$ cat src/include/can_pm_pkg.sv
package can_pm_pkg;

  // ------------------------------------------------------------
  // Clock and timing
  // ------------------------------------------------------------
  localparam int CLK_PERIOD_NS = 50;
  localparam int SYNC_DELAY_NS = 150;
  localparam int RECOVERY_NS = 1000;
  localparam int WAKE_FILTER_NS = 2000;
  localparam int SYNC_DELAY_CYC =
    (SYNC_DELAY_NS + CLK_PERIOD_NS - 1) / CLK_PERIOD_NS;
  localparam int RECOVERY_CYC =
    (RECOVERY_NS + CLK_PERIOD_NS - 1) / CLK_PERIOD_NS;
  localparam int WAKE_FILTER_CYC =
    (WAKE_FILTER_NS + CLK_PERIOD_NS - 1) / CLK_PERIOD_NS;
  // Two bus clocks plus three controller clocks, one clock here
  localparam int INIT_SYNC_CYC = 2 + 3;
  localparam int RESYNC_BITS = 11;
  localparam int CNT_W = 16;

  // ------------------------------------------------------------
  // Register map
  // ------------------------------------------------------------
  localparam logic [7:0] CTRL0_OFS = 8'h00;
  localparam logic [7:0] STATUS_OFS = 8'h04;
  localparam logic [7:0] CTRL1_OFS = 8'h08;

  // Control 0 fields
  localparam int C0_INIT_REQ = 0;
  localparam int C0_SLEEP_REQ = 1;
  localparam int C0_WAKEUP_FUNCTION_ENABLE = 2;
  localparam int C0_WAKEUP_IRQ_ENABLE = 3;
  localparam int C0_CLOCK_STOP_IN_WAIT = 5;
  // Status fields
  localparam int ST_INIT_ACK = 0;
  localparam int ST_SLEEP_ACK = 1;
  localparam int ST_WAKE_FLAG = 2;
  localparam int ST_RESYNC = 3;
  localparam int ST_RECOVER = 4;
  // Control 1 fields
  localparam int C1_WAKEUP_FILTER_SELECT = 2;
  localparam int C1_LISTEN = 4;
  localparam int C1_ENABLE = 7;

  // ------------------------------------------------------------
  // Reset values
  // ------------------------------------------------------------
  localparam logic RST_INIT_REQ = 1'b1;
  localparam logic RST_INIT_ACK = 1'b1;
  localparam logic RST_ENABLE = 1'b0;

  // ------------------------------------------------------------
  // Types
  // ------------------------------------------------------------
  typedef enum logic [7:0] {
    M_NORMAL = 8'h01,
    M_SLEEP_PEND = 8'h02,
    M_SLEEP = 8'h04,
    M_INIT_SYNC = 8'h08,
    M_INIT = 8'h10,
    M_POWERDOWN = 8'h20,
    M_RECOVER = 8'h40,
    M_RESYNC = 8'h80
  } mode_t;

  typedef struct packed {
    logic cyc;
    logic stb;
    logic we;
    logic [3:0] sel;
    logic [7:0] adr;
    logic [31:0] dat;
  } wb_req_t;

  typedef struct packed {
    logic tx_pending;
    logic bus_idle;
    logic proto_tx_bit;
    logic bit_tick;
  } proto_in_t;

  typedef struct packed {
    logic cpu_stop;
    logic cpu_wait;
  } cpu_state_t;

endpackage : can_pm_pkg

$ cat src/rtl/can_power_mode_control.sv
// Behaviour
// - Listen-only: receive, tx recessive, no transmit start
// - Listen-only: dominant tx bits looped back internally
// - Module disabled stops all controller clocks
// - Sleep stops clocks except register access
// - Wake-up interrupt only in sleep, enabled
// - Power-down on CPU stop, or wait+clock-stop
// - Power-down: stop, abort, tx recessive, block regs
// - Leaving wait power-down restarts into normal, or returns to sleep or init
// - Power-down without sleep or init adds recovery delay
// - Sleep waits until all tx buffers empty
// - Sleep after receive ends, else after sync
// - Sleep acknowledge set once sleep is active
// - Bus-off count paused in sleep, tx recessive
// - Sleep: no receive shift, no aborts
// - Wake-up disabled: rx held recessive in sleep
// - Leave sleep by bus activity or cleared request
// - After wake, wait eleven recessive bits
// - Pending actions resume after wake-up
// - Init entry: abort, tx recessive, halt core
// - Init resets registers, unlocks configuration
// - Init request synchronised, acknowledge when done
// - Clearing init request ignored until acknowledged
// - Optional low-pass filter on wake-up input
//
// Added by the designer: the Wishbone register port and the register addresses.
module can_power_mode_control
  import can_pm_pkg::*;
(
  // Clock and reset
  input wire logic clk_i,
  input wire logic rst_i,
  // Wishbone slave
  input wire logic cyc_i,
  input wire logic stb_i,
  input wire logic we_i,
  input wire logic [3:0] sel_i,
  input wire logic [7:0] adr_i,
  input wire logic [31:0] dat_i,
  output logic [31:0] dat_o,
  output logic ack_o,
  // CPU power state
  input wire logic cpu_stop_i,
  input wire logic cpu_wait_i,
  // Protocol layer
  input wire logic tx_pending_i,
  input wire logic bus_idle_i,
  input wire logic proto_tx_bit_i,
  input wire logic bit_tick_i,
  output logic proto_rx_bit_o,
  output logic tx_start_allow_o,
  output logic rx_shift_allow_o,
  output logic abort_allow_o,
  output logic abort_o,
  output logic busoff_count_en_o,
  output logic core_clk_en_o,
  output logic regs_default_o,
  output logic config_unlock_o,
  output logic wakeup_irq_o,
  // Bus pins
  input wire logic bus_rx_pin_i,
  output logic bus_tx_pin_o
);

  // ------------------------------------------------------------
  // State
  // ------------------------------------------------------------
  typedef struct packed {
    mode_t mode;
    logic ack;
    logic [31:0] rdata;
    logic init_req;
    logic sleep_req;
    logic wakeup_function_enable;
    logic wakeup_irq_enable;
    logic clock_stop_in_wait;
    logic enable;
    logic listen;
    logic wakeup_filter_select;
    logic init_ack;
    logic sleep_ack;
    logic wake_flag;
    logic was_sleep;
    logic [CNT_W-1:0] cnt;
    logic [CNT_W-1:0] flt;
    logic rx_meta;
    logic rx_sync;
    logic tx_pin;
    logic rx_int;
    logic tx_allow;
    logic rx_shift;
    logic abort_ok;
    logic abort;
    logic regs_def;
    logic unlock;
    logic clk_en;
    logic busoff_en;
    logic irq;
  } state_t;

  state_t q;
  state_t d;

  wb_req_t req;
  proto_in_t pin;
  cpu_state_t cpu;

  assign req = '{cyc: cyc_i, stb: stb_i, we: we_i, sel: sel_i,
                 adr: adr_i, dat: dat_i};
  assign pin = '{tx_pending: tx_pending_i, bus_idle: bus_idle_i,
                 proto_tx_bit: proto_tx_bit_i, bit_tick: bit_tick_i};
  assign cpu = '{cpu_stop: cpu_stop_i, cpu_wait: cpu_wait_i};

  // ------------------------------------------------------------
  // Next state
  // ------------------------------------------------------------
  always_comb begin
    logic pd_cond;
    logic wr;
    logic rd;
    logic activity;
    logic running;
    logic filt_hit;
    pd_cond = 1'b0;
    wr = 1'b0;
    rd = 1'b0;
    activity = 1'b0;
    running = 1'b0;
    filt_hit = 1'b0;
    d = q;
    d.abort = 1'b0;

    // Pin synchroniser; only the second stage is used below
    d.rx_meta = bus_rx_pin_i;
    d.rx_sync = q.rx_meta;

    pd_cond = q.enable && (cpu.cpu_stop ||
              (cpu.cpu_wait && q.clock_stop_in_wait));

    // Wake-up detector, filter needs a long dominant run
    if (q.rx_sync) begin
      d.flt = '0;
    end else if (q.flt != {CNT_W{1'b1}}) begin
      d.flt = q.flt + 1'b1;
    end
    filt_hit = !q.wakeup_filter_select ||
               (q.flt >= CNT_W'(WAKE_FILTER_CYC - 1));
    activity = q.wakeup_function_enable && !q.rx_sync &&
               filt_hit;

    // Register access, blocked while powered down
    d.ack = req.cyc && req.stb && !q.ack;
    wr = d.ack && req.we && req.sel[0] &&
         (q.mode != M_POWERDOWN);
    rd = d.ack && !req.we;
    if (wr && req.adr == CTRL0_OFS) begin
      if (req.dat[C0_INIT_REQ] || q.init_ack) begin
        d.init_req = req.dat[C0_INIT_REQ];
      end
      if (req.dat[C0_SLEEP_REQ] || q.sleep_ack) begin
        d.sleep_req = req.dat[C0_SLEEP_REQ];
      end
      d.wakeup_function_enable = req.dat[C0_WAKEUP_FUNCTION_ENABLE];
      d.wakeup_irq_enable = req.dat[C0_WAKEUP_IRQ_ENABLE];
      d.clock_stop_in_wait = req.dat[C0_CLOCK_STOP_IN_WAIT];
    end
    if (wr && req.adr == CTRL1_OFS && q.init_ack) begin
      d.wakeup_filter_select = req.dat[C1_WAKEUP_FILTER_SELECT];
      d.listen = req.dat[C1_LISTEN];
      d.enable = req.dat[C1_ENABLE];
    end
    // Clear comes first, so a same-cycle wake-up set wins
    if (wr && req.adr == STATUS_OFS && req.dat[ST_WAKE_FLAG]) begin
      d.wake_flag = 1'b0;
    end
    if (rd) begin
      d.rdata = '0;
      if (q.mode != M_POWERDOWN) begin
        unique case (req.adr)
          CTRL0_OFS: begin
            d.rdata[C0_INIT_REQ] = q.init_req;
            d.rdata[C0_SLEEP_REQ] = q.sleep_req;
            d.rdata[C0_WAKEUP_FUNCTION_ENABLE] = q.wakeup_function_enable;
            d.rdata[C0_WAKEUP_IRQ_ENABLE] = q.wakeup_irq_enable;
            d.rdata[C0_CLOCK_STOP_IN_WAIT] = q.clock_stop_in_wait;
          end
          STATUS_OFS: begin
            d.rdata[ST_INIT_ACK] = q.init_ack;
            d.rdata[ST_SLEEP_ACK] = q.sleep_ack;
            d.rdata[ST_WAKE_FLAG] = q.wake_flag;
            d.rdata[ST_RESYNC] = (q.mode == M_RESYNC);
            d.rdata[ST_RECOVER] = (q.mode == M_RECOVER);
          end
          CTRL1_OFS: begin
            d.rdata[C1_WAKEUP_FILTER_SELECT] = q.wakeup_filter_select;
            d.rdata[C1_LISTEN] = q.listen;
            d.rdata[C1_ENABLE] = q.enable;
          end
          default: begin
            d.rdata = '0;
          end
        endcase
      end
    end

    if (q.cnt != '0) begin
      d.cnt = q.cnt - 1'b1;
    end

    // Mode sequencing, power-down first, then init
    if (pd_cond && q.mode != M_POWERDOWN) begin
      d.was_sleep = (q.mode == M_SLEEP);
      d.mode = M_POWERDOWN;
      d.abort = 1'b1;
    end else if (q.init_req && !q.init_ack &&
                 q.mode != M_INIT_SYNC && q.mode != M_POWERDOWN) begin
      d.mode = M_INIT_SYNC;
      d.cnt = CNT_W'(INIT_SYNC_CYC - 1);
      d.abort = 1'b1;
      d.sleep_ack = 1'b0;
    end else begin
      unique case (q.mode)
        M_NORMAL: begin
          if (q.sleep_req) begin
            d.mode = M_SLEEP_PEND;
            d.cnt = CNT_W'(SYNC_DELAY_CYC - 1);
          end
        end
        M_SLEEP_PEND: begin
          // A frame still being received holds off until idle
          if (q.cnt == '0 && !pin.tx_pending &&
              pin.bus_idle) begin
            d.mode = M_SLEEP;
            d.sleep_ack = 1'b1;
          end
        end
        M_SLEEP: begin
          if (!q.sleep_req) begin
            d.mode = M_RESYNC;
            d.sleep_ack = 1'b0;
            d.cnt = CNT_W'(RESYNC_BITS);
          end else if (activity) begin
            d.mode = M_RESYNC;
            d.sleep_req = 1'b0;
            d.sleep_ack = 1'b0;
            d.wake_flag = 1'b1;
            d.cnt = CNT_W'(RESYNC_BITS);
          end
        end
        M_INIT_SYNC: begin
          d.sleep_req = 1'b0;
          d.wakeup_function_enable = 1'b0;
          d.wakeup_irq_enable = 1'b0;
          d.wake_flag = 1'b0;
          if (q.cnt == '0) begin
            d.mode = M_INIT;
            d.init_ack = 1'b1;
          end
        end
        M_INIT: begin
          if (!q.init_req) begin
            d.init_ack = 1'b0;
            d.mode = M_RESYNC;
            d.cnt = CNT_W'(RESYNC_BITS);
          end
        end
        M_POWERDOWN: begin
          if (q.was_sleep && activity) begin
            d.mode = M_RESYNC;
            d.sleep_req = 1'b0;
            d.sleep_ack = 1'b0;
            d.wake_flag = 1'b1;
            d.cnt = CNT_W'(RESYNC_BITS);
          end else if (!pd_cond) begin
            if (q.was_sleep) begin
              d.mode = M_SLEEP;
            end else if (q.init_ack) begin
              d.mode = M_INIT;
            end else begin
              d.mode = M_RECOVER;
              d.cnt = CNT_W'(RECOVERY_CYC - 1);
            end
          end
        end
        M_RECOVER: begin
          if (q.cnt == '0) begin
            d.mode = M_NORMAL;
          end
        end
        M_RESYNC: begin
          // Dominant restarts the run, so the waking frame is lost
          if (!q.rx_sync) begin
            d.cnt = CNT_W'(RESYNC_BITS);
          end else if (pin.bit_tick) begin
            if (q.cnt <= CNT_W'(1)) begin
              d.mode = M_NORMAL;
              d.cnt = '0;
            end else begin
              d.cnt = q.cnt - 1'b1;
            end
          end else begin
            d.cnt = q.cnt;
          end
        end
        default: begin
          d.mode = M_NORMAL;
        end
      endcase
    end

    // Registered outputs, computed from the next mode
    running = d.enable && (d.mode == M_NORMAL ||
              d.mode == M_SLEEP_PEND || d.mode == M_RESYNC);
    d.clk_en = d.enable && (running ||
               d.mode == M_RECOVER);
    d.tx_allow = running && (d.mode != M_RESYNC) &&
                 !d.listen;
    d.tx_pin = (d.tx_allow || (running && d.mode != M_RESYNC &&
                !d.listen)) ? pin.proto_tx_bit
                            : 1'b1;
    if (d.listen || d.mode == M_RESYNC) begin
      d.tx_pin = 1'b1;
    end
    if (d.mode == M_SLEEP && !d.wakeup_function_enable) begin
      d.rx_int = 1'b1;
    end else if (d.listen) begin
      d.rx_int = q.rx_sync && pin.proto_tx_bit;
    end else begin
      d.rx_int = q.rx_sync;
    end
    d.rx_shift = running;
    d.abort_ok = running;
    d.busoff_en = running;
    d.regs_def = (d.mode == M_INIT_SYNC ||
                  d.mode == M_INIT);
    d.unlock = d.init_ack;
    d.irq = d.wake_flag && d.wakeup_irq_enable;
  end

  // ------------------------------------------------------------
  // Registers
  // ------------------------------------------------------------
  always_ff @(posedge clk_i) begin
    if (rst_i) begin
      q <= '0;
      q.mode <= M_INIT;
      q.init_req <= RST_INIT_REQ;
      q.init_ack <= RST_INIT_ACK;
      q.enable <= RST_ENABLE;
      q.unlock <= RST_INIT_ACK;
      q.regs_def <= 1'b1;
      q.tx_pin <= 1'b1;
      q.rx_int <= 1'b1;
      q.rx_meta <= 1'b1;
      q.rx_sync <= 1'b1;
    end else begin
      q <= d;
    end
  end

  // ------------------------------------------------------------
  // Outputs
  // ------------------------------------------------------------
  assign dat_o = q.rdata;
  assign ack_o = q.ack;
  assign proto_rx_bit_o = q.rx_int;
  assign tx_start_allow_o = q.tx_allow;
  assign rx_shift_allow_o = q.rx_shift;
  assign abort_allow_o = q.abort_ok;
  assign abort_o = q.abort;
  assign busoff_count_en_o = q.busoff_en;
  assign core_clk_en_o = q.clk_en;
  assign regs_default_o = q.regs_def;
  assign config_unlock_o = q.unlock;
  assign wakeup_irq_o = q.irq;
  assign bus_tx_pin_o = q.tx_pin;

endmodule : can_power_mode_control

$ cat config.mk
export PLATFORM = sky130hd
export DESIGN_NAME = can_power_mode_control
export DESIGN_NICKNAME = d
export VERILOG_FILES = /design/src/include/can_pm_pkg.sv /design/src/rtl/can_power_mode_control.sv
export SDC_FILE = /design/constraint.sdc
export NUM_CORES = 1
export LEC_CHECK = 0
export BUFFER_PORTS_ARGS = -buffer_cell sky130_fd_sc_hd__buf_2
export CAP_MARGIN = 20
export CORE_ASPECT_RATIO = 1.2
export CORE_MARGIN = 2
export CORE_UTILIZATION = 55
export DETAILED_ROUTE_END_ITERATION = 12
export PLACE_DENSITY = 0.91
export SYNTH_ARGS = -nofsm -noshare
export SYNTH_HDL_FRONTEND = slang
export SYNTH_SLANG_ARGS = --single-unit
$ cat constraint.sdc
create_clock -name clk_i -period 3.4 [get_ports clk_i]
set_clock_uncertainty 0.05 [all_clocks]
set_input_delay 0.34 -clock clk_i [delete_from_list [all_inputs] [get_ports clk_i]]
set_output_delay 0.34 -clock clk_i [all_outputs]
set_load 0.03 [all_outputs]
======== After elaboration in Yosys (flattened, before gate mapping) ========
Cells that the tools add are included.
word-level totals
  flip-flop bits (word level) ............. 95
  input port bits ......................... 56
  output and inout bits ................... 44
  logic and storage cells ................. 185
cells by class
  add/subtract/negate cells ............... 2
  magnitude comparators ................... 2
  eq/ne operators ......................... 27
  mux-type cells .......................... 67
  bitwise operators ....................... 3
  reductions and logical operators ........ 57
operators with widths
  cell                   number
  $mux 16                14
  $mux 8                 16
  $pmux 16 s5            1
  $pmux 8 s8             1
  $logic_and 1x1->1      29
  $eq 8x3->1 const B     3
  $eq 8x4->1 const B     3
  $mux 1                 18
  $add 16x1->16 const B  1
  $eq 8x1->1 const B     2
  $eq 8x2->1 const B     2
  $eq 8x5->1 const B     2
  $eq 8x7->1 const B     2
  $eq 8x8->1 const B     2
  $ge 16x6->1 const B    1
  $le 16x1->1 const B    1
  $logic_not 16->1       1
  $ne 16x16->1 const B   1
  $reduce_bool 16->1     1
  $sub 16x1->16 const B  1
  $mux 3                 4
  $pmux 1 s3             4
  $reduce_and 5->1       2
  $logic_or 1x1->1       9
  21 further kinds       37

======== Logic depth before layout (Yosys ltp) ========
  depth after elaboration ................. 16
  mapped depth ............................ 11
  mapped depth without buffers ............ 9

======== Worst setup path before layout ========
OpenSTA, ideal clock, no wires.
  path type ............................... flip-flop to flip-flop
  start ................................... register q[13] (netlist bit)
  end ..................................... register q[39] (netlist bit)
  setup time .............................. 0.062 ns
  arrival time ............................ 2.323 ns
  data required time ...................... 3.288 ns
  setup slack ............................. 0.965 ns
  stages on the path, launching flop included .. 9
  buffers on the path ..................... 0
  period minus slack after synthesis ...... 2.435 ns
  cells stage by stage .................... dfxtp_1 -> ha_1 -> a211oi_2 -> o22ai_1 -> nor4_4 -> nor4b_4 -> a311o_2 -> or3b_1 -> nand3_1
between the ends
  longest elaborated chain between the ends .. 8
  elaborated cells between the ends (all ways) .. 10
  classes of those cells .................. order compare (1); mux (6); reduce/logical (3)
RTL lines
  what                                          line                                                          RTL
  start: declaration                            can_power_mode_control.sv:101                                 state_t q;
  $ge 16x6->1 (*)                               can_power_mode_control.sv:147                                 (q.flt >= CNT_W'(WAKE_FILTER_CYC - 1));
  $logic_or 1x1->1 (*)                          can_power_mode_control.sv:146                                 filt_hit = !q.wakeup_filter_select ||
  $logic_and 1x1->1 (*)                         can_power_mode_control.sv:148                                 activity = q.wakeup_function_enable && !q.rx_sync &&
  $mux 16 or $logic_and 1x1->1 (tied branches)  can_power_mode_control.sv:242, can_power_mode_control.sv:268
  $mux 16 (on tied branches)                    can_power_mode_control.sv:238, can_power_mode_control.sv:268
  $pmux 16 s5 (*)                               can_power_mode_control.sv:222                                 unique case (q.mode)
  $mux 16 (*)                                   can_power_mode_control.sv:215                                 end else if (q.init_req && !q.init_ack &&
  $mux 16 (*)                                   can_power_mode_control.sv:211                                 if (pd_cond && q.mode != M_POWERDOWN) begin
Mark *: on every way between the ends. The rest lies on a longest branch, timed or not.
A chain may end at the register's enable or synchronous reset.

======== Worst setup path after layout ========
  start ................................... register q[13] (netlist bit)
  end ..................................... register q, in the netlist bus_tx_pin_o
between the ends
  longest elaborated chain between the ends .. 16
  elaborated cells between the ends (all ways) .. 22
  classes of those cells .................. order compare (1); eq/ne (4); mux (6); bitwise (1); reduce/logical (10)
RTL lines
  what                                         line                                                          RTL
  $ge 16x6->1 (*)                              can_power_mode_control.sv:147
  $logic_or 1x1->1 (*)                         can_power_mode_control.sv:146
  $logic_and 1x1->1 (*)                        can_power_mode_control.sv:148
  $mux 8 or $logic_and 1x1->1 (tied branches)  can_power_mode_control.sv:242, can_power_mode_control.sv:268
  $mux 8 (on tied branches)                    can_power_mode_control.sv:238, can_power_mode_control.sv:268
  $pmux 8 s8 (*)                               can_power_mode_control.sv:222
  $mux 8 (*)                                   can_power_mode_control.sv:215
  $mux 8 (*)                                   can_power_mode_control.sv:211
  $eq 8x1->1 or $eq 8x2->1 (tied branches)     can_power_mode_control.sv:312, can_power_mode_control.sv:313
  $logic_or 1x1->1                             can_power_mode_control.sv:312                                 running = d.enable && (d.mode == M_NORMAL ||
  $logic_or 1x1->1                             can_power_mode_control.sv:313                                 d.mode == M_SLEEP_PEND || d.mode == M_RESYNC);
  $logic_and 1x1->1                            can_power_mode_control.sv:312
  $logic_and 1x1->1 (2 in a row)               can_power_mode_control.sv:316, can_power_mode_control.sv:318
  $not 1->1 (no source line)                   --
  $reduce_or 3->1 (no source line) (*)         --
Marked as above.

==> summary.md <==
| Metric | Value |
|---|---|
| Routed vias/inst | `6.40` |
| Synth Area in XOR/XNOR | `3.90%` |
| Startpoint Class | `register` |
| Syn avg cell area | `8.15 µm²` |
| Clk slew on worst S/H paths | `roughly 0.08 ns` |
| Met3 wire len | `830 µm` |
| Highest metal used | `met4` |
| Pin count of the biggest net entering global routing | `49` |
| Area of the die | `0.00890 mm²` |
| First-pass iteration count of the detailed router | `5` |
| DRT iter0 DRCs | `338` |
| Max H-tree Level | `3` |
| Drt total wl | `11900 µm` |
| Hold crit path type | `in -> reg` |
| I/O pins | `100` |
| Layout cell share with drive strength beyond 1 | `around 18%` |
| CP Max Fanout | `6` |
| Mux share of post-synthesis cell area | `about 2.0%` |
| Cells after synthesis | `551` |
| Synth area leader | `dfxtp_1` |
| Leakage | `1.83 nW` |
| Port Buffers | `between 40 and 50` |
| Synth Area in Compound Gates | `between 20 and 25%` |
| Max_cap viols | `0` |
| CTS Root Buffer Type | `clkbuf_8` |
| Clock Path Buffers | `2` |
| Slew headroom | `between 40% and 50%` |
| Initial core utilization | `56.0%` |
| Post-Layout Cell Count | `a little under 700` |
| Post-synth top area share | `31.2%` |
| Number of synthesized register bits | `70` |
| Height of the die | `around 100 µm` |
| Cell variety after synth | `80` |
| Area grow syn2layout | `6.50%` |
| Post_cts resized | `0` |
| Synth Area in Simple Gates | `31.6%` |
| Dpl cells | `662` |
| Remaining global-route overflow | `0` |
| Largest family of logic cells by synthesized area | `simple AND/OR/NAND/NOR gates` |
| Arr. time, crit path | `3.10 ns` |
| Std-Cell Rows | `36` |
| ANT nets after route | `0` |
| Critical Path RT | `approximately 3.6 ns` |
| # diodes | `0` |
| CTS Buf Count | `9` |
| Adder-Cell Fraction of Synth Area | `under 10%` |
| Worst VDD drop | `0.000308 V` |
| CP endpoint kind | `register` |
| Number of synthesized flops with an enable pin | `0` |
| Mapped Area | `0.00449 mm²` |
| Initial antenna violation count | `0` |
| DRC violations left | `0` |
| Final Max Slew Viols | `0` |
| Hold_buf cts | `0` |
| TritonCTS clock tree | `built` |
| Core ar. | `0.00802 mm²` |
| Tot GR Track Use | `between 20% and 30%` |
| Clk sink count | `70` |
| Async SR Flop Fraction | `0%` |
| Worst Slack Setup Final | `slightly below 0.5 ns` |
| Status | `finished clean` |
| Top cells by area, synth | `dfxtp_1, buf_4, nor2_1` |
| Slew @ Worst Pin | `0.895 ns` |
| First-pass GRT wire length | `19000 µm` |
| Via count | `4340` |
| Final Critical Period | `approximately 2.9 ns` |
| DP Worst Slack | `0.581 ns` |
| Metal-1 WL | `4550 µm` |
| Wirelength per Cell | `17.6 µm` |
| Synthesis Warnings | `0` |
| Final nets | `638` |
| Die width | `86.5 µm` |
| Seq/Total Area, Yosys | `between 30% and 40%` |
| Post-DP HPWL | `8820 µm` |
| Final setup fails | `0` |
| RSZ-0062 raised after global routing | `false` |
| Fmax | `344 MHz` |
| Clk_lat worst skew | `about 0.36 ns` |
| Vias in the first global route | `~4000` |
| Crit Path Class | `reg -> reg` |
| Setup_tns | `0 ns` |
| Post-CTS setup buffer count | `0` |
| Metal2 WL | `around 6000 µm` |
| RD Place Congestion | `0.955` |
| Dominant synthesized flop cell | `dfxtp_1` |
| PD cells | `680 mW/mm²` |
| Final period util | `85.5%` |
| Hold Fails Final Rpt | `0` |
==> cell type report <==
type / instances / area, µm²
multi-input combinational: 436 / 2730
clock inverter: 7 / 105
timing repair buffer: 50 / 260
fill: 704 / 3240
inverter: 11 / 41.3
tap: 95 / 119
clock buffer: 9 / 124
sequential: 70 / 1400
==> sequential cells by signal, indices dropped and copies added (netlist names) <==
signal	cells
ack_o	1
d	1
wakeup_irq_o	1
proto_rx_bit_o	1
abort_o	1
tx_start_allow_o	1
q	52
dat_o	7
regs_default_o	1
core_clk_en_o	1
bus_tx_pin_o	1
config_unlock_o	1
busoff_count_en_o	1
==> cell usage in the layout (no fill, tap or decap), drive strengths merged, types with 4 or more instances in the layout <==
master,count
dfxtp,70
nor2,69
buf,50
nand2,43
a21oi,33
o21ai,28
conb,25
nor3,22
nand3,20
nor4,19
xor2,15
inv,14
a31oi,11
nand4,10
a211oi,10
nor2b,9
clkbuf,9
mux2i,8
a32oi,8
or2,8
and3,7
or3,7
nand3b,6
a21o,5
xnor2,5
nor4b,5
o211ai,4
o21a,4
o31ai,4
a22oi,4
ha,4
nor3b,4
==> cell families after synthesis <==
logic type | Yosys count
simple gates | 247
compound gates | 131
flops | 70
buf+inv | 69
xor+xnor | 20
mux | 9
fa+ha+maj | 4
other cells | 1
==> through the flow <==
step	area [µm²]	utilization, %	hold WS, ns	power, mW
final	4780	59.6	0.129	3.25
after CTS	4780	59.6	0.126	3.22
after global routing	4780	59.6	0.131	3.45
after floorplan	4580	-	0.339	2.14
after global placement	4550	56.8	0.344	2.37
after detailed placement	4550	56.8	0.344	2.43
==> cells in the mapped netlist (all sizes together), types with 5 or more instances <==
library cell,n
mux2i,8
a21o,5
nand3,20
nor2,69
a21oi,33
nor2b,9
nor4b,5
xor2,15
inv,11
nand2,43
or2,8
a211oi,10
nor4,19
dfxtp,70
buf,41
and3,7
a31oi,11
clkbuf,17
o21ai,28
or3,7
a32oi,8
nand4,10
nor3,22
nand3b,6
xnor2,5
==> layer usage <==
metal,vias to the layer above,track usage [%]
li1,2007,-
met1,2049,31.3
met2,231,46.6
met3,53,4.48
met4,0,16.0
met5,-,0
==> critical path, stage by stage (launching register included) <==
cell,delay [ns]
dfxtp_1,0.34
ha_1,0.29
a211oi_2,0.31
o22ai_1,0.19
o31ai_1,0.56
o211ai_1,0.28
o21ai_0,0.23
buf_4,0.16
nand3_1,0.08
or3_1,0.31
==> worst paths after layout <==
check / endpoint / cells after the start / startpoint / slack, ns
hold reg to reg: q[11] / 1 / d[11] / 0.36
setup / recovery: bus_tx_pin_o / 9 / q[13] / 0.49
setup reg to reg: bus_tx_pin_o / 9 / q[13] / 0.49
hold / removal: d[11] / 2 / bus_rx_pin_i / 0.13
==> where the power goes <==
group          internal [mW]  switching, mW  leakage (nW)  total, mW
clock network          0.425          0.364         0.112      0.789
registers              0.916          0.138         0.568       1.05
logic                  0.525          0.884          1.15       1.41
total                   1.87           1.39          1.83       3.25
No activity file was read; power rests on OpenSTA's default activity.
